`config.mk`:
```
export PLATFORM = sky130hd
export DESIGN_NAME = interrupt_priority_regs
export DESIGN_NICKNAME = d
export VERILOG_FILES = /design/src/irq_prio_pkg.sv /design/src/interrupt_priority_regs.sv /design/src/priority_field.sv /design/src/axi_lite_port.sv
export SDC_FILE = /design/constraint.sdc
export NUM_CORES = 1
export LEC_CHECK = 0
export ABC_AREA = 1
export BUFFER_PORTS_ARGS = -buffer_cell sky130_fd_sc_hd__buf_2
export CAP_MARGIN = 20
export CORE_MARGIN = 2
export CORE_UTILIZATION = 51
export DETAILED_ROUTE_END_ITERATION = 6
export GPL_TIMING_DRIVEN = 0
export PLACE_DENSITY_LB_ADDON = 0.08
export SYNTH_ARGS = -nofsm -noshare
export SYNTH_HDL_FRONTEND = slang
export SYNTH_SLANG_ARGS = --single-unit
```
`constraint.sdc`:
```
create_clock -name aclk -period 4 [get_ports aclk]
set_clock_uncertainty 0.05 [all_clocks]
set_input_delay 0.8 -clock aclk [delete_from_list [all_inputs] [get_ports aclk]]
set_output_delay 0.8 -clock aclk [all_outputs]
set_load 0.05 [all_outputs]
```
`src/irq_prio_pkg.sv`:
```
// shared constants, register map and carrier types for the priority register bank
package irq_prio_pkg;

  // widths
  localparam int NUM_SOURCES = 15;
  localparam int FIELD_W     = 3;
  localparam int REG_W       = 16;
  localparam int ADDR_W      = 8;
  localparam int DATA_W      = 32;
  localparam int INDEX_W     = 4;
  localparam int STRB_W      = DATA_W / 8;

  // priority level codes
  localparam logic [2:0] LEVEL_OFF   = 3'h0;
  localparam logic [2:0] LEVEL_MIN   = 3'h1;
  localparam logic [2:0] LEVEL_MAX   = 3'h7;
  localparam logic [2:0] LEVEL_RESET = 3'h4;

  // register indices; byte address is four times the index
  localparam logic [INDEX_W-1:0] IDX_EXT_INT1  = 4'h5;
  localparam logic [INDEX_W-1:0] IDX_TIMER4    = 4'h6;
  localparam logic [INDEX_W-1:0] IDX_UART2     = 4'h7;
  localparam logic [INDEX_W-1:0] IDX_SERIAL2   = 4'h8;
  localparam logic [INDEX_W-1:0] IDX_CAPTURE   = 4'h9;
  localparam logic [INDEX_W-1:0] IDX_COMPARE5  = 4'hA;
  localparam logic [INDEX_W-1:0] IDX_PARALLEL  = 4'hB;
  localparam int                 ADDR_LSB      = 2;

  // implemented bits of each register
  localparam logic [REG_W-1:0] MASK_EXT_INT1 = 16'h0007;
  localparam logic [REG_W-1:0] MASK_TIMER4   = 16'h7770;
  localparam logic [REG_W-1:0] MASK_UART2    = 16'h7777;
  localparam logic [REG_W-1:0] MASK_SERIAL2  = 16'h0077;
  localparam logic [REG_W-1:0] MASK_CAPTURE  = 16'h7770;
  localparam logic [REG_W-1:0] MASK_COMPARE5 = 16'h0070;
  localparam logic [REG_W-1:0] MASK_PARALLEL = 16'h0070;

  // source numbering: 0 ext_int1, 1 timer4, 2 compare4, 3 compare3, 4 uart2_transmit,
  // 5 uart2_receive, 6 ext_int2, 7 timer5, 8 serial2_event, 9 serial2_fault,
  // 10 capture5, 11 capture4, 12 capture3, 13 compare5, 14 parallel_port
  localparam logic [INDEX_W-1:0] FIELD_REG [NUM_SOURCES] = '{
    4'h5, 4'h6, 4'h6, 4'h6, 4'h7, 4'h7, 4'h7, 4'h7,
    4'h8, 4'h8, 4'h9, 4'h9, 4'h9, 4'hA, 4'hB};
  localparam int FIELD_LSB [NUM_SOURCES] = '{
    0, 12, 8, 4, 12, 8, 4, 0, 4, 0, 12, 8, 4, 4, 4};

  // answer codes
  localparam logic [1:0] RESP_OKAY   = 2'h0;
  localparam logic [1:0] RESP_SLVERR = 2'h2;

  // one register write as handed from the bus port to the bank
  typedef struct packed {
    logic [INDEX_W-1:0] index;
    logic [REG_W-1:0]   data;
    logic [STRB_W-1:0]  strb;
  } write_cmd_type;

  // every source level, field of source 0 at the bottom
  typedef struct packed {
    logic [2:0] parallel_port_level;
    logic [2:0] compare5_level;
    logic [2:0] capture3_level;
    logic [2:0] capture4_level;
    logic [2:0] capture5_level;
    logic [2:0] serial2_fault_level;
    logic [2:0] serial2_event_level;
    logic [2:0] timer5_level;
    logic [2:0] ext_int2_level;
    logic [2:0] uart2_receive_level;
    logic [2:0] uart2_transmit_level;
    logic [2:0] compare3_level;
    logic [2:0] compare4_level;
    logic [2:0] timer4_level;
    logic [2:0] ext_int1_level;
  } level_set_type;

endpackage

```
`src/interrupt_priority_regs.sv`:
```
// interrupt priority register bank: fifteen three-bit source levels behind axi4-lite
`timescale 1ns/1ps

// Behaviour
// - field code 111 gives the source level 7, the highest user level.
// - code 001 gives level 1; other codes give their binary value.
// - code 000 disables the source; it never raises a request.
// - every bit outside a priority field reads as zero.
// - every priority field bit can be read and written by software.
// - at reset each field loads binary 100.
// - fifth register holds external interrupt 1 in bits 2-0.
// - sixth register holds timer4 14-12, compare4 10-8, compare3 6-4.
// - seventh holds uart2 transmit 14-12, receive 10-8, ext int 2 6-4, timer5 2-0.
// - eighth holds serial2 event in 6-4 and fault in 2-0.
// - ninth holds capture5 14-12, capture4 10-8, capture3 6-4.
// - tenth holds compare5 in bits 6-4, rest zero.
// - eleventh holds parallel port in bits 6-4, rest zero.
// - after any reset every source sits at level 4.
module interrupt_priority_regs (
  // clock and reset
  input  wire logic                              aclk,
  input  wire logic                              aresetn,
  // axi4-lite write address and data
  input  wire logic [irq_prio_pkg::ADDR_W-1:0]   s_axi_awaddr,
  input  wire logic                              s_axi_awvalid,
  output logic                                   s_axi_awready,
  input  wire logic [irq_prio_pkg::DATA_W-1:0]   s_axi_wdata,
  input  wire logic [irq_prio_pkg::STRB_W-1:0]   s_axi_wstrb,
  input  wire logic                              s_axi_wvalid,
  output logic                                   s_axi_wready,
  // axi4-lite write response
  output logic      [1:0]                        s_axi_bresp,
  output logic                                   s_axi_bvalid,
  input  wire logic                              s_axi_bready,
  // axi4-lite read
  input  wire logic [irq_prio_pkg::ADDR_W-1:0]   s_axi_araddr,
  input  wire logic                              s_axi_arvalid,
  output logic                                   s_axi_arready,
  output logic      [irq_prio_pkg::DATA_W-1:0]   s_axi_rdata,
  output logic      [1:0]                        s_axi_rresp,
  output logic                                   s_axi_rvalid,
  input  wire logic                              s_axi_rready,
  // sources and arbitration side
  input  wire logic [irq_prio_pkg::NUM_SOURCES-1:0] source_pending,
  output logic      [irq_prio_pkg::NUM_SOURCES-1:0] source_request,
  output irq_prio_pkg::level_set_type            levels
);
  import irq_prio_pkg::*;

  logic                         write_valid;
  write_cmd_type                write_cmd;
  logic [INDEX_W-1:0]           read_index;
  logic [REG_W-1:0]             read_word;
  logic [2:0]                   level_vec  [NUM_SOURCES];
  logic [NUM_SOURCES*3-1:0]     level_flat;
  logic [NUM_SOURCES-1:0]       zero_mask;

  // bus slave
  axi_lite_port bus_port (
    .aclk          (aclk),
    .aresetn       (aresetn),
    .s_axi_awaddr  (s_axi_awaddr),
    .s_axi_awvalid (s_axi_awvalid),
    .s_axi_awready (s_axi_awready),
    .s_axi_wdata   (s_axi_wdata),
    .s_axi_wstrb   (s_axi_wstrb),
    .s_axi_wvalid  (s_axi_wvalid),
    .s_axi_wready  (s_axi_wready),
    .s_axi_bresp   (s_axi_bresp),
    .s_axi_bvalid  (s_axi_bvalid),
    .s_axi_bready  (s_axi_bready),
    .s_axi_araddr  (s_axi_araddr),
    .s_axi_arvalid (s_axi_arvalid),
    .s_axi_arready (s_axi_arready),
    .s_axi_rdata   (s_axi_rdata),
    .s_axi_rresp   (s_axi_rresp),
    .s_axi_rvalid  (s_axi_rvalid),
    .s_axi_rready  (s_axi_rready),
    .write_valid   (write_valid),
    .write_cmd     (write_cmd),
    .read_index    (read_index),
    .read_word     (read_word)
  );

  // one field per source, placed by the field table; byte lane gates the write
  for (genvar i = 0; i < NUM_SOURCES; i++) begin : g_field
    localparam int LSB  = FIELD_LSB[i];
    localparam int LANE = LSB / 8;
    wire hit = write_valid && (write_cmd.index == FIELD_REG[i])
               && write_cmd.strb[LANE];

    priority_field field (
      .aclk        (aclk),
      .aresetn     (aresetn),
      .write_en    (hit),
      .write_value (write_cmd.data[LSB +: 3]),
      .level       (level_vec[i])
    );

    assign level_flat[i*3 +: 3] = level_vec[i];
    assign zero_mask[i]         = (level_vec[i] == LEVEL_OFF);
  end

  // levels go straight from the field flops to the arbiter
  assign levels = level_set_type'(level_flat);

  // readback places each field at its bit position, all else zero
  always_comb begin
    read_word = '0;
    for (int i = 0; i < NUM_SOURCES; i++) begin
      if (FIELD_REG[i] == read_index) begin
        read_word[FIELD_LSB[i] +: 3] = level_vec[i];
      end
    end
  end

  // a zero field blocks its source from the arbiter
  always_ff @(posedge aclk) begin
    if (!aresetn) begin
      source_request <= '0;
    end else begin
      source_request <= source_pending & ~zero_mask;
    end
  end

  logic was_reset;
  always_ff @(posedge aclk) begin
    was_reset <= !aresetn;
  end

  wire wr5  = write_valid && write_cmd.index == IDX_EXT_INT1 && write_cmd.strb[0];
  wire wr6  = write_valid && write_cmd.index == IDX_TIMER4 && write_cmd.strb[1];
  wire wr7  = write_valid && write_cmd.index == IDX_UART2 && write_cmd.strb[1];
  wire wr9  = write_valid && write_cmd.index == IDX_CAPTURE && write_cmd.strb[1];
  wire wr10 = write_valid && write_cmd.index == IDX_COMPARE5 && write_cmd.strb[0];
  wire wr11 = write_valid && write_cmd.index == IDX_PARALLEL && write_cmd.strb[0];
  wire wr8  = write_valid && write_cmd.index == IDX_SERIAL2 && write_cmd.strb[0];

  // helper: implemented mask of the register being read
  logic [REG_W-1:0] read_mask;
  always_comb begin
    unique case (read_index)
      IDX_EXT_INT1: read_mask = MASK_EXT_INT1;
      IDX_TIMER4:   read_mask = MASK_TIMER4;
      IDX_UART2:    read_mask = MASK_UART2;
      IDX_SERIAL2:  read_mask = MASK_SERIAL2;
      IDX_CAPTURE:  read_mask = MASK_CAPTURE;
      IDX_COMPARE5: read_mask = MASK_COMPARE5;
      IDX_PARALLEL: read_mask = MASK_PARALLEL;
      default:      read_mask = '0;
    endcase
  end
endmodule // interrupt_priority_regs

```
`src/priority_field.sv`:
```
// one three-bit priority field with its reset value
`timescale 1ns/1ps
module priority_field (
  // clock and reset
  input  wire logic       aclk,
  input  wire logic       aresetn,
  // write side
  input  wire logic       write_en,
  input  wire logic [2:0] write_value,
  // field value
  output logic      [2:0] level
);
  import irq_prio_pkg::*;

  // field loads level four at reset, then takes software writes
  always_ff @(posedge aclk) begin
    if (!aresetn) begin
      level <= LEVEL_RESET;
    end else if (write_en) begin
      level <= write_value;
    end
  end

endmodule // priority_field

```
`src/axi_lite_port.sv`:
```
// axi4-lite slave port that hands writes and read indices to the register bank
`timescale 1ns/1ps
module axi_lite_port (
  // clock and reset
  input  wire logic                             aclk,
  input  wire logic                             aresetn,
  // write address and data
  input  wire logic [irq_prio_pkg::ADDR_W-1:0]  s_axi_awaddr,
  input  wire logic                             s_axi_awvalid,
  output logic                                  s_axi_awready,
  input  wire logic [irq_prio_pkg::DATA_W-1:0]  s_axi_wdata,
  input  wire logic [irq_prio_pkg::STRB_W-1:0]  s_axi_wstrb,
  input  wire logic                             s_axi_wvalid,
  output logic                                  s_axi_wready,
  // write response
  output logic      [1:0]                       s_axi_bresp,
  output logic                                  s_axi_bvalid,
  input  wire logic                             s_axi_bready,
  // read address and data
  input  wire logic [irq_prio_pkg::ADDR_W-1:0]  s_axi_araddr,
  input  wire logic                             s_axi_arvalid,
  output logic                                  s_axi_arready,
  output logic      [irq_prio_pkg::DATA_W-1:0]  s_axi_rdata,
  output logic      [1:0]                       s_axi_rresp,
  output logic                                  s_axi_rvalid,
  input  wire logic                             s_axi_rready,
  // bank side
  output logic                                  write_valid,
  output irq_prio_pkg::write_cmd_type           write_cmd,
  output logic      [irq_prio_pkg::INDEX_W-1:0] read_index,
  input  wire logic [irq_prio_pkg::REG_W-1:0]   read_word
);
  import irq_prio_pkg::*;

  logic                aw_held;
  logic                aw_ok;
  logic [INDEX_W-1:0]  aw_index;
  logic                w_held;
  logic [REG_W-1:0]    w_data;
  logic [STRB_W-1:0]   w_strb;

  // address decode: aligned word inside the register range
  function automatic logic addr_mapped(input logic [ADDR_W-1:0] a);
    logic [INDEX_W-1:0] idx;
    idx = a[ADDR_LSB +: INDEX_W];
    return (a[1:0] == 2'h0) && (a[ADDR_W-1:ADDR_LSB+INDEX_W] == '0)
           && (idx >= IDX_EXT_INT1) && (idx <= IDX_PARALLEL);
  endfunction

  // handshakes and the write that fires once both halves are held
  wire aw_take    = s_axi_awvalid && s_axi_awready;
  wire w_take     = s_axi_wvalid && s_axi_wready;
  wire ar_take    = s_axi_arvalid && s_axi_arready;
  wire fire       = aw_held && w_held && !s_axi_bvalid;
  wire next_aw    = aw_held ? !fire : aw_take;
  wire next_w     = w_held ? !fire : w_take;
  wire next_bval  = fire || (s_axi_bvalid && !s_axi_bready);
  wire next_rval  = ar_take || (s_axi_rvalid && !s_axi_rready);
  wire ar_ok      = addr_mapped(s_axi_araddr);

  assign write_valid = fire && aw_ok;
  assign write_cmd   = '{index: aw_index, data: w_data, strb: w_strb};
  assign read_index  = s_axi_araddr[ADDR_LSB +: INDEX_W];

  // write channel state
  always_ff @(posedge aclk) begin
    if (!aresetn) begin
      aw_held       <= 1'b0;
      aw_ok         <= 1'b0;
      aw_index      <= '0;
      w_held        <= 1'b0;
      w_data        <= '0;
      w_strb        <= '0;
      s_axi_awready <= 1'b0;
      s_axi_wready  <= 1'b0;
      s_axi_bvalid  <= 1'b0;
      s_axi_bresp   <= RESP_OKAY;
    end else begin
      aw_held       <= next_aw;
      w_held        <= next_w;
      s_axi_awready <= !next_aw && !next_bval;
      s_axi_wready  <= !next_w && !next_bval;
      s_axi_bvalid  <= next_bval;
      if (aw_take) begin
        aw_ok    <= addr_mapped(s_axi_awaddr);
        aw_index <= s_axi_awaddr[ADDR_LSB +: INDEX_W];
      end
      if (w_take) begin
        w_data <= s_axi_wdata[REG_W-1:0];
        w_strb <= s_axi_wstrb;
      end
      if (fire) begin
        s_axi_bresp <= aw_ok ? RESP_OKAY : RESP_SLVERR;
      end
    end
  end

  // read channel: data captured at the address handshake, upper half zero
  always_ff @(posedge aclk) begin
    if (!aresetn) begin
      s_axi_arready <= 1'b0;
      s_axi_rvalid  <= 1'b0;
      s_axi_rdata   <= '0;
      s_axi_rresp   <= RESP_OKAY;
    end else begin
      s_axi_arready <= !next_rval;
      s_axi_rvalid  <= next_rval;
      if (ar_take) begin
        s_axi_rdata <= ar_ok ? {{(DATA_W-REG_W){1'b0}}, read_word} : '0;
        s_axi_rresp <= ar_ok ? RESP_OKAY : RESP_SLVERR;
      end
    end
  end

endmodule // axi_lite_port

```
==> results_dict.tcl, run 1 <==
set metrics [dict create \
    outcome "finished clean" \
    yosysMostFrequentCell "dfxtp_1" \
    cts_tree "done" \
    avgRoutedWirePerCell_um 14.5 \
    final_max_slew_viol_count 0 \
    post_synth_inst_count 522 \
    synth_area_leaders "dfxtp_1 (49%), nand2_1 (7.6%), a21oi_1 (6.4%)" \
    clkSinkCount 100 \
    fin_tns_setup_ns 0 \
    layout_min_cycle_time_ns 2.00 \
    n_antenna_cell 0 \
    grt_pass1_vias 3719 \
    ctsHtreeMaxLevel 3 \
    clk_latency_ns 0.36 \
    path_delay_family "flip-flops" \
    worst_slack_ns 2.00 \
    start_util 0.531 \
    synth_edf_count 0 \
    endpoint_kind "output pin" \
    antenna_left 0 \
    clockBufferDepth 2 \
    p_leak_nw 2.44 \
    gp_congestion 0.947 \
    cp-startpoint "g_field[10].field.level[2]$_SDFFE_PN1P_" \
    hold_path_class "flop to flop" \
    die_h_um 93.9 \
    fin_util 0.668 \
    antenna_found_initial 0 \
    coreArea_sq_um 7770 \
    max_stage_delay_ns 0.47 \
    cp-start-kind "flop" \
    synth-async-reset-ratio 0 \
    synth_cell_type_count 33 \
    yosys.area.top_type "dfxtp_1" \
    finalNetCount 756 \
    peakVddDrop_v 0.000193 \
    power_mw 2.00 \
    r2r_end "g_field[1].field.level[0]$_SDFFE_PN0P_" \
    crit_end "levels[32]" \
    drtPass1Iterations 5 \
    power.density_nw_per_um2 385 \
    syn_area_per_cell_sq_um 7.90 \
    critPathSlowestCell "dfxtp_1" \
    seqCellArea_sq_um 2000 \
    yosys_warnings 0 \
    ys_ff_latch 100 \
    critical_path_class "flop to output pin" \
    core.rowCount 32 \
    worstPathArrival_ns 1.15 \
    areaGrowthSynthToFinish_pct 25.8 \
    drc_errors 0 \
    rsz0062_at_grt "false" \
    hp-start "bus_port.s_axi_rdata[6]$_SDFFE_PN0P_" \
    fin_crit_sh 0.499 \
    ff2ff_path_depth 7 \
    path_cells "buf_2" \
    critical_path_required_ns 3.15 \
    ioPinCount 175 \
    grt_pass1_wl_um 18000 \
    critPathMaxFanout 4 \
    final.fill_count 737 \
    grt_overflow 0 \
    multiInputGateArea_sq_um 1760 \
    hold_viol 0 \
    track_usage 0.263 \
    worst-path-stages 1 \
    synthTopCellsByCount "dfxtp_1 (100), nand2_1 (84), nor2_1 (63)" \
    r2r_setup_slack_ns 2.46 \
    fmax_mhz 501 \
    ys.flop_type "dfxtp_1" \
    clock-root-buffer "clkbuf_8" \
    ctsResizeCount 0 \
    cts_buffers 9 \
    cts_setup_buffers 0 \
    r2r_start "bus_port.w_held$_SDFF_PN0_" \
    drv_cap 0 \
    post-dp-hpwl_um 8860 \
    ys_seq_area_frac 0.485 \
    worstMarginPinSlew_ns 0.632 \
    vias_per_cell 5.14 \
    cts_hold_buffers 0 \
    yosys.area.top_type_share 0.485 \
    synth_area_sq_um 4130 \
    num_vias 4054 \
    grt_max_degree 16 \
    totalWireLength_um 11400 \
    drtIter0Drc 280 \
    dieArea_sq_um 8820 \
    crit_buf_inv 1 \
    die_w_um 93.9 \
    setup_viol 0 \
    max_slew_margin 0.578 \
    portBuffers 128 \
    place_ws_ns 1.89 \
    cts.clk_slew.worst_paths_ns 0.09 \
    drive_gt1_frac 0.277 \
]
-- registers in the layout, indices dropped and copies added, names as in the netlist, 2 cells and up --
| name | flops |
|---|---|
| source_request | 15 |
| bus_port.w_strb | 2 |
| bus_port.s_axi_rdata | 12 |
| bus_port.aw_index | 4 |
| bus_port.w_data | 12 |
| g_field.field.level | 45 |
-- worst min path at each step --
stage	to	slack, ns	depth (start not counted)
after floorplan	g_field[3].field.level[2]$_SDFFE_PN1P_	0.39	2
after global placement	bus_port.s_axi_rdata[8]$_SDFFE_PN0P_	0.40	2
after detailed placement	bus_port.s_axi_rdata[6]$_SDFFE_PN0P_	0.40	2
after CTS	bus_port.s_axi_rdata[6]$_SDFFE_PN0P_	0.42	2
after global routing	bus_port.s_axi_rdata[4]$_SDFFE_PN0P_	0.43	2
final	bus_port.s_axi_rdata[6]$_SDFFE_PN0P_	0.41	2
-- power breakdown --
group,switching (mW),internal (mW)
Sequential,0.0169,1.02
Clock,0.339,0.367
Combinational,0.180,0.0721
-- cells in the final DEF, fill, tap and decap left out, types with 2 or more instances in the layout --
master     instances
o31ai_1            3
a211oi_1           6
o311a_1            9
nand3_1           14
clkbuf_8          10
inv_2              2
o21ai_0           43
buf_2            130
a31oi_1            3
nor2_4             2
nor4_1             3
inv_1             47
nand2_1           84
nand2_2            5
clkbuf_1           9
clkinv_2           2
buf_6              2
a21oi_1           53
o211ai_1          25
nand3_2            2
dfxtp_1          100
nor3_1             5
conb_1            22
o211ai_2           2
buf_1              4
nor2_1            63
nor2_2             4
buf_4             23
bufinv_16          2
-- cells by family (layout without fill, tap and decap cells) --
kind of cell           after synthesis  count (layout)  share of synthesized area
AOI/OAI and AO/OA                  147             147                      0.216
DFF                                100             100                      0.485
other                                1              22                   0.000909
buffers and inverters               89             232                      0.106
and+or+nand+nor                    185             185                      0.191
-- per-stage QoR --
stage / cell area, sq um / std cells / hold WS [ns]
after floorplan: 4200 / 543 / 0.392
after global placement: 4970 / 773 / 0.402
after detailed placement: 4970 / 773 / 0.403
after CTS: 5190 / 788 / 0.416
after global routing: 5190 / 788 / 0.434
final: 5190 / 788 / 0.414
-- layer usage --
layer | track usage | routed length [um] | vias to the layer above | share of wire
met1 | 0.345 | 5010 | 1836 | 0.44
li1 | - | - | 2025 | -
met3 | 0.0522 | 962 | 15 | 0.084
met4 | 0.0821 | 161 | 0 | 0.014
met2 | 0.435 | 5310 | 178 | 0.46
met5 | 0 | 0 | - | 0
-- final cells by class --
class | instances | share of cell area
clock inverter | 4 | 0.0142
tap | 102 | 0.0246
sequential | 100 | 0.386
timing repair buffer | 128 | 0.123
buffer | 39 | 0.0482
multi-input combinational | 354 | 0.340
clock buffer | 11 | 0.0273
inverter | 50 | 0.0364
(Power assumes the default switching activity.)
==> run 2: changes to the inputs <==
--- a/config.mk
+++ b/config.mk
@@ -5,11 +5,11 @@
 export SDC_FILE = /design/constraint.sdc
 export NUM_CORES = 1
 export LEC_CHECK = 0
-export ABC_AREA = 1
+export ABC_AREA = 0
 export BUFFER_PORTS_ARGS = -buffer_cell sky130_fd_sc_hd__buf_2
 export CAP_MARGIN = 20
 export CORE_MARGIN = 2
-export CORE_UTILIZATION = 51
+export CORE_UTILIZATION = 43
 export DETAILED_ROUTE_END_ITERATION = 6
 export GPL_TIMING_DRIVEN = 0
 export PLACE_DENSITY_LB_ADDON = 0.08
==> constraint.sdc (replaced) <==
create_clock -name aclk -period 1.8 [get_ports aclk]
set_clock_uncertainty 0.05 [all_clocks]
set_input_delay 0.36 -clock aclk [delete_from_list [all_inputs] [get_ports aclk]]
set_output_delay 0.36 -clock aclk [all_outputs]
set_load 0.05 [all_outputs]
==> run 2 against run 1 <==
Non-clock buffer count grew 9. Synthesized area shrank 1.3%. Die area grew 16%. Flip-flop and latch count is the same. Critical endpoint is now g_field[0].field.level[2]$_SDFFE_PN1P_.
==> results_dict.tcl, run 2 <==
set metrics [dict create \
    outcome "finished clean" \
    hold_path_class "input pin to flop" \
    grt_pass1_wl_um 17000 \
    drive_gt1_frac 0.309 \
    endpoint_kind "flop" \
    clkSinkCount 100 \
    drv_cap 0 \
    p_leak_nw 2.34 \
    worst_slack_ns 0.0894 \
    cts_tree "done" \
    critPathMaxFanout 8 \
    top_register "g_field.field.level" \
    avgRoutedWirePerCell_um 15.2 \
    drtIter0Drc 178 \
    fmax_mhz 585 \
    drtPass1Iterations 4 \
    coreArea_sq_um 9200 \
    setup_viol 0 \
    critical_path_required_ns 1.99 \
    layout_common_cells "buf_2 (129), dfxtp_1 (98), nand2_1 (81), o21ai_0 (33), a21oi_1 (31)" \
    hold_viol 0 \
    start_util 0.443 \
    fin_tns_setup_ns 0 \
    totalWireLength_um 11200 \
    post-dp-hpwl_um 8700 \
    areaGrowthSynthToFinish_pct 27.3 \
    cts.clk_slew.worst_paths_ns 0.10 \
    cp-start-kind "flop" \
    yosys.area.top_type "dfxtp_1" \
    clock-root-buffer "clkbuf_8" \
    worstPathArrival_ns 1.90 \
    synth_cell_type_count 43 \
    synth_edf_count 0 \
    critical_path_class "flop to flop" \
    antenna_left 0 \
    finalNetCount 691 \
    dieArea_sq_um 10300 \
    cp-startpoint "bus_port.s_axi_bvalid$_SDFF_PN0_" \
    core.rowCount 35 \
    clk_latency_ns 0.36 \
    fin_crit_sh 0.950 \
    ctsHtreeMaxLevel 3 \
    track_usage 0.215 \
    syn_area_per_cell_sq_um 8.99 \
    ys_seq_area_frac 0.492 \
    die_h_um 101 \
    cts_buffers 9 \
    gp_congestion 0.878 \
    drc_errors 0 \
    num_vias 3748 \
    portBuffers 128 \
    place_ws_ns -0.214 \
    die_w_um 101 \
    synth-async-reset-ratio 0 \
    vias_per_cell 5.11 \
    n_antenna_cell 0 \
    hp-start "source_pending[10]" \
    final_max_slew_viol_count 0 \
    yosysMostFrequentCell "dfxtp_1" \
    yosys_warnings 0 \
    max_slew_margin 0.564 \
    ioPinCount 175 \
    power_mw 4.16 \
    ys_ff_latch 100 \
    grt_max_degree 17 \
    synthTopCellsByCount "dfxtp_1 (100), nand2_1 (81), o21ai_0 (33)" \
    post_synth_inst_count 453 \
    peakVddDrop_v 0.000458 \
    power.density_nw_per_um2 803 \
    final_cells 733 \
    worstMarginPinSlew_ns 0.654 \
    final.fill_count 885 \
    reg_top3 "g_field.field.level (45), source_request (15)" \
    layout_min_cycle_time_ns 1.71 \
    synth_area_sq_um 4070 \
    synth_area_leaders "dfxtp_1 (49%), nand2_1 (7.5%), mux2i_1 (6.6%)" \
    grt_pass1_vias 3280 \
    r2r_start "bus_port.s_axi_bvalid$_SDFF_PN0_" \
    antenna_found_initial 0 \
    yosys.area.top_type_share 0.492 \
    largest_reg_flops 45 \
    hold_ws_ns 0.173 \
    grt_overflow 0 \
    placedCellCount 713 \
    ys.flop_type "dfxtp_1" \
    clockBufferDepth 2 \
    mostFrequentLayoutCell "buf_2" \
]
==> run 2: cell types whose count changed after synthesis, moves of 10 or more <==
cell / before / now
mux2i_1: 0 / 27
inv_1: 47 / 1
nand3_1: 14 / 27
o21ai_0: 43 / 33
o211ai_1: 25 / 1
nor2_1: 63 / 25
a21oi_1: 53 / 31
==> run 2: metal layers <==
layer	vias up	track usage	share of wire
met5	-	0	0
met4	0	0.0499	0.0081
met3	7	0.0455	0.063
met2	121	0.332	0.45
met1	1730	0.307	0.48
li1	1890	-	-
==> run 2: final cells by class <==
type / instances / area [sq um] / area share
Timing Repair Buffer: 132 / 671 / 0.129
Clock inverter: 5 / 37.5 / 0.00724
Sequential cell: 100 / 2000 / 0.387
Tap cell: 111 / 139 / 0.0268
Inverter: 2 / 7.51 / 0.00145
Clock buffer: 11 / 141 / 0.0273
Buffer: 44 / 265 / 0.0512
Multi-Input combinational cell: 328 / 1920 / 0.370
==> run 2: final timing paths <==
check	endpoint	slack, ns	depth (start not counted)
hold reg to reg	bus_port.s_axi_rdata[8]$_SDFFE_PN0P_	0.41	2
setup reg to reg	g_field[0].field.level[2]$_SDFFE_PN1P_	0.09	6
hold / removal	source_request[10]$_SDFF_PN0_	0.17	2
setup / recovery	g_field[0].field.level[2]$_SDFFE_PN1P_	0.09	6
==> run 2: cell families (layout without fill, tap and decap cells) <==
family,after synthesis,after routing,synth area share
muxes,30,30,0.0747
AOI/OAI and AO/OA,102,102,0.162
DFF,100,100,0.492
and+or+nand+nor,174,174,0.206
buffers and inverters,46,194,0.0657
other,1,22,0.000921
==> run 2: critical path, stage by stage (launching register included) <==
cell and delay [ns]:
dfxtp_2 0.34, and3b_1 0.19, buf_4 0.15, nand4b_1 0.20, and4bb_4 0.41, mux2i_1 0.19, nand2_1 0.06
==> run 2: power breakdown <==
group | switching [mW] | internal, mW | total (mW)
sequential | 0.0374 | 2.26 | 2.30
combinational | 0.374 | 0.160 | 0.534
clock | 0.786 | 0.544 | 1.33
total | 1.20 | 2.97 | 4.16
==> run 2: timing repair <==
action                                 in CTS  in global routing
buffers inserted                            0                  4
resized for setup                           1                  8
hold buffers                                0                  0
endpoints found under the hold margin       0                  0
setup endpoints to repair                   6                 21
pin swaps                                   0                  2
==> run 2: per-stage QoR <==
stage / util / instance area, sq um
2_1_floorplan: - / 4150
6_report: 0.564 / 5180
3_5_place_dp: 0.536 / 4930
4_1_cts: 0.556 / 5120
3_3_place_gp: 0.536 / 4930
5_1_grt: 0.564 / 5180
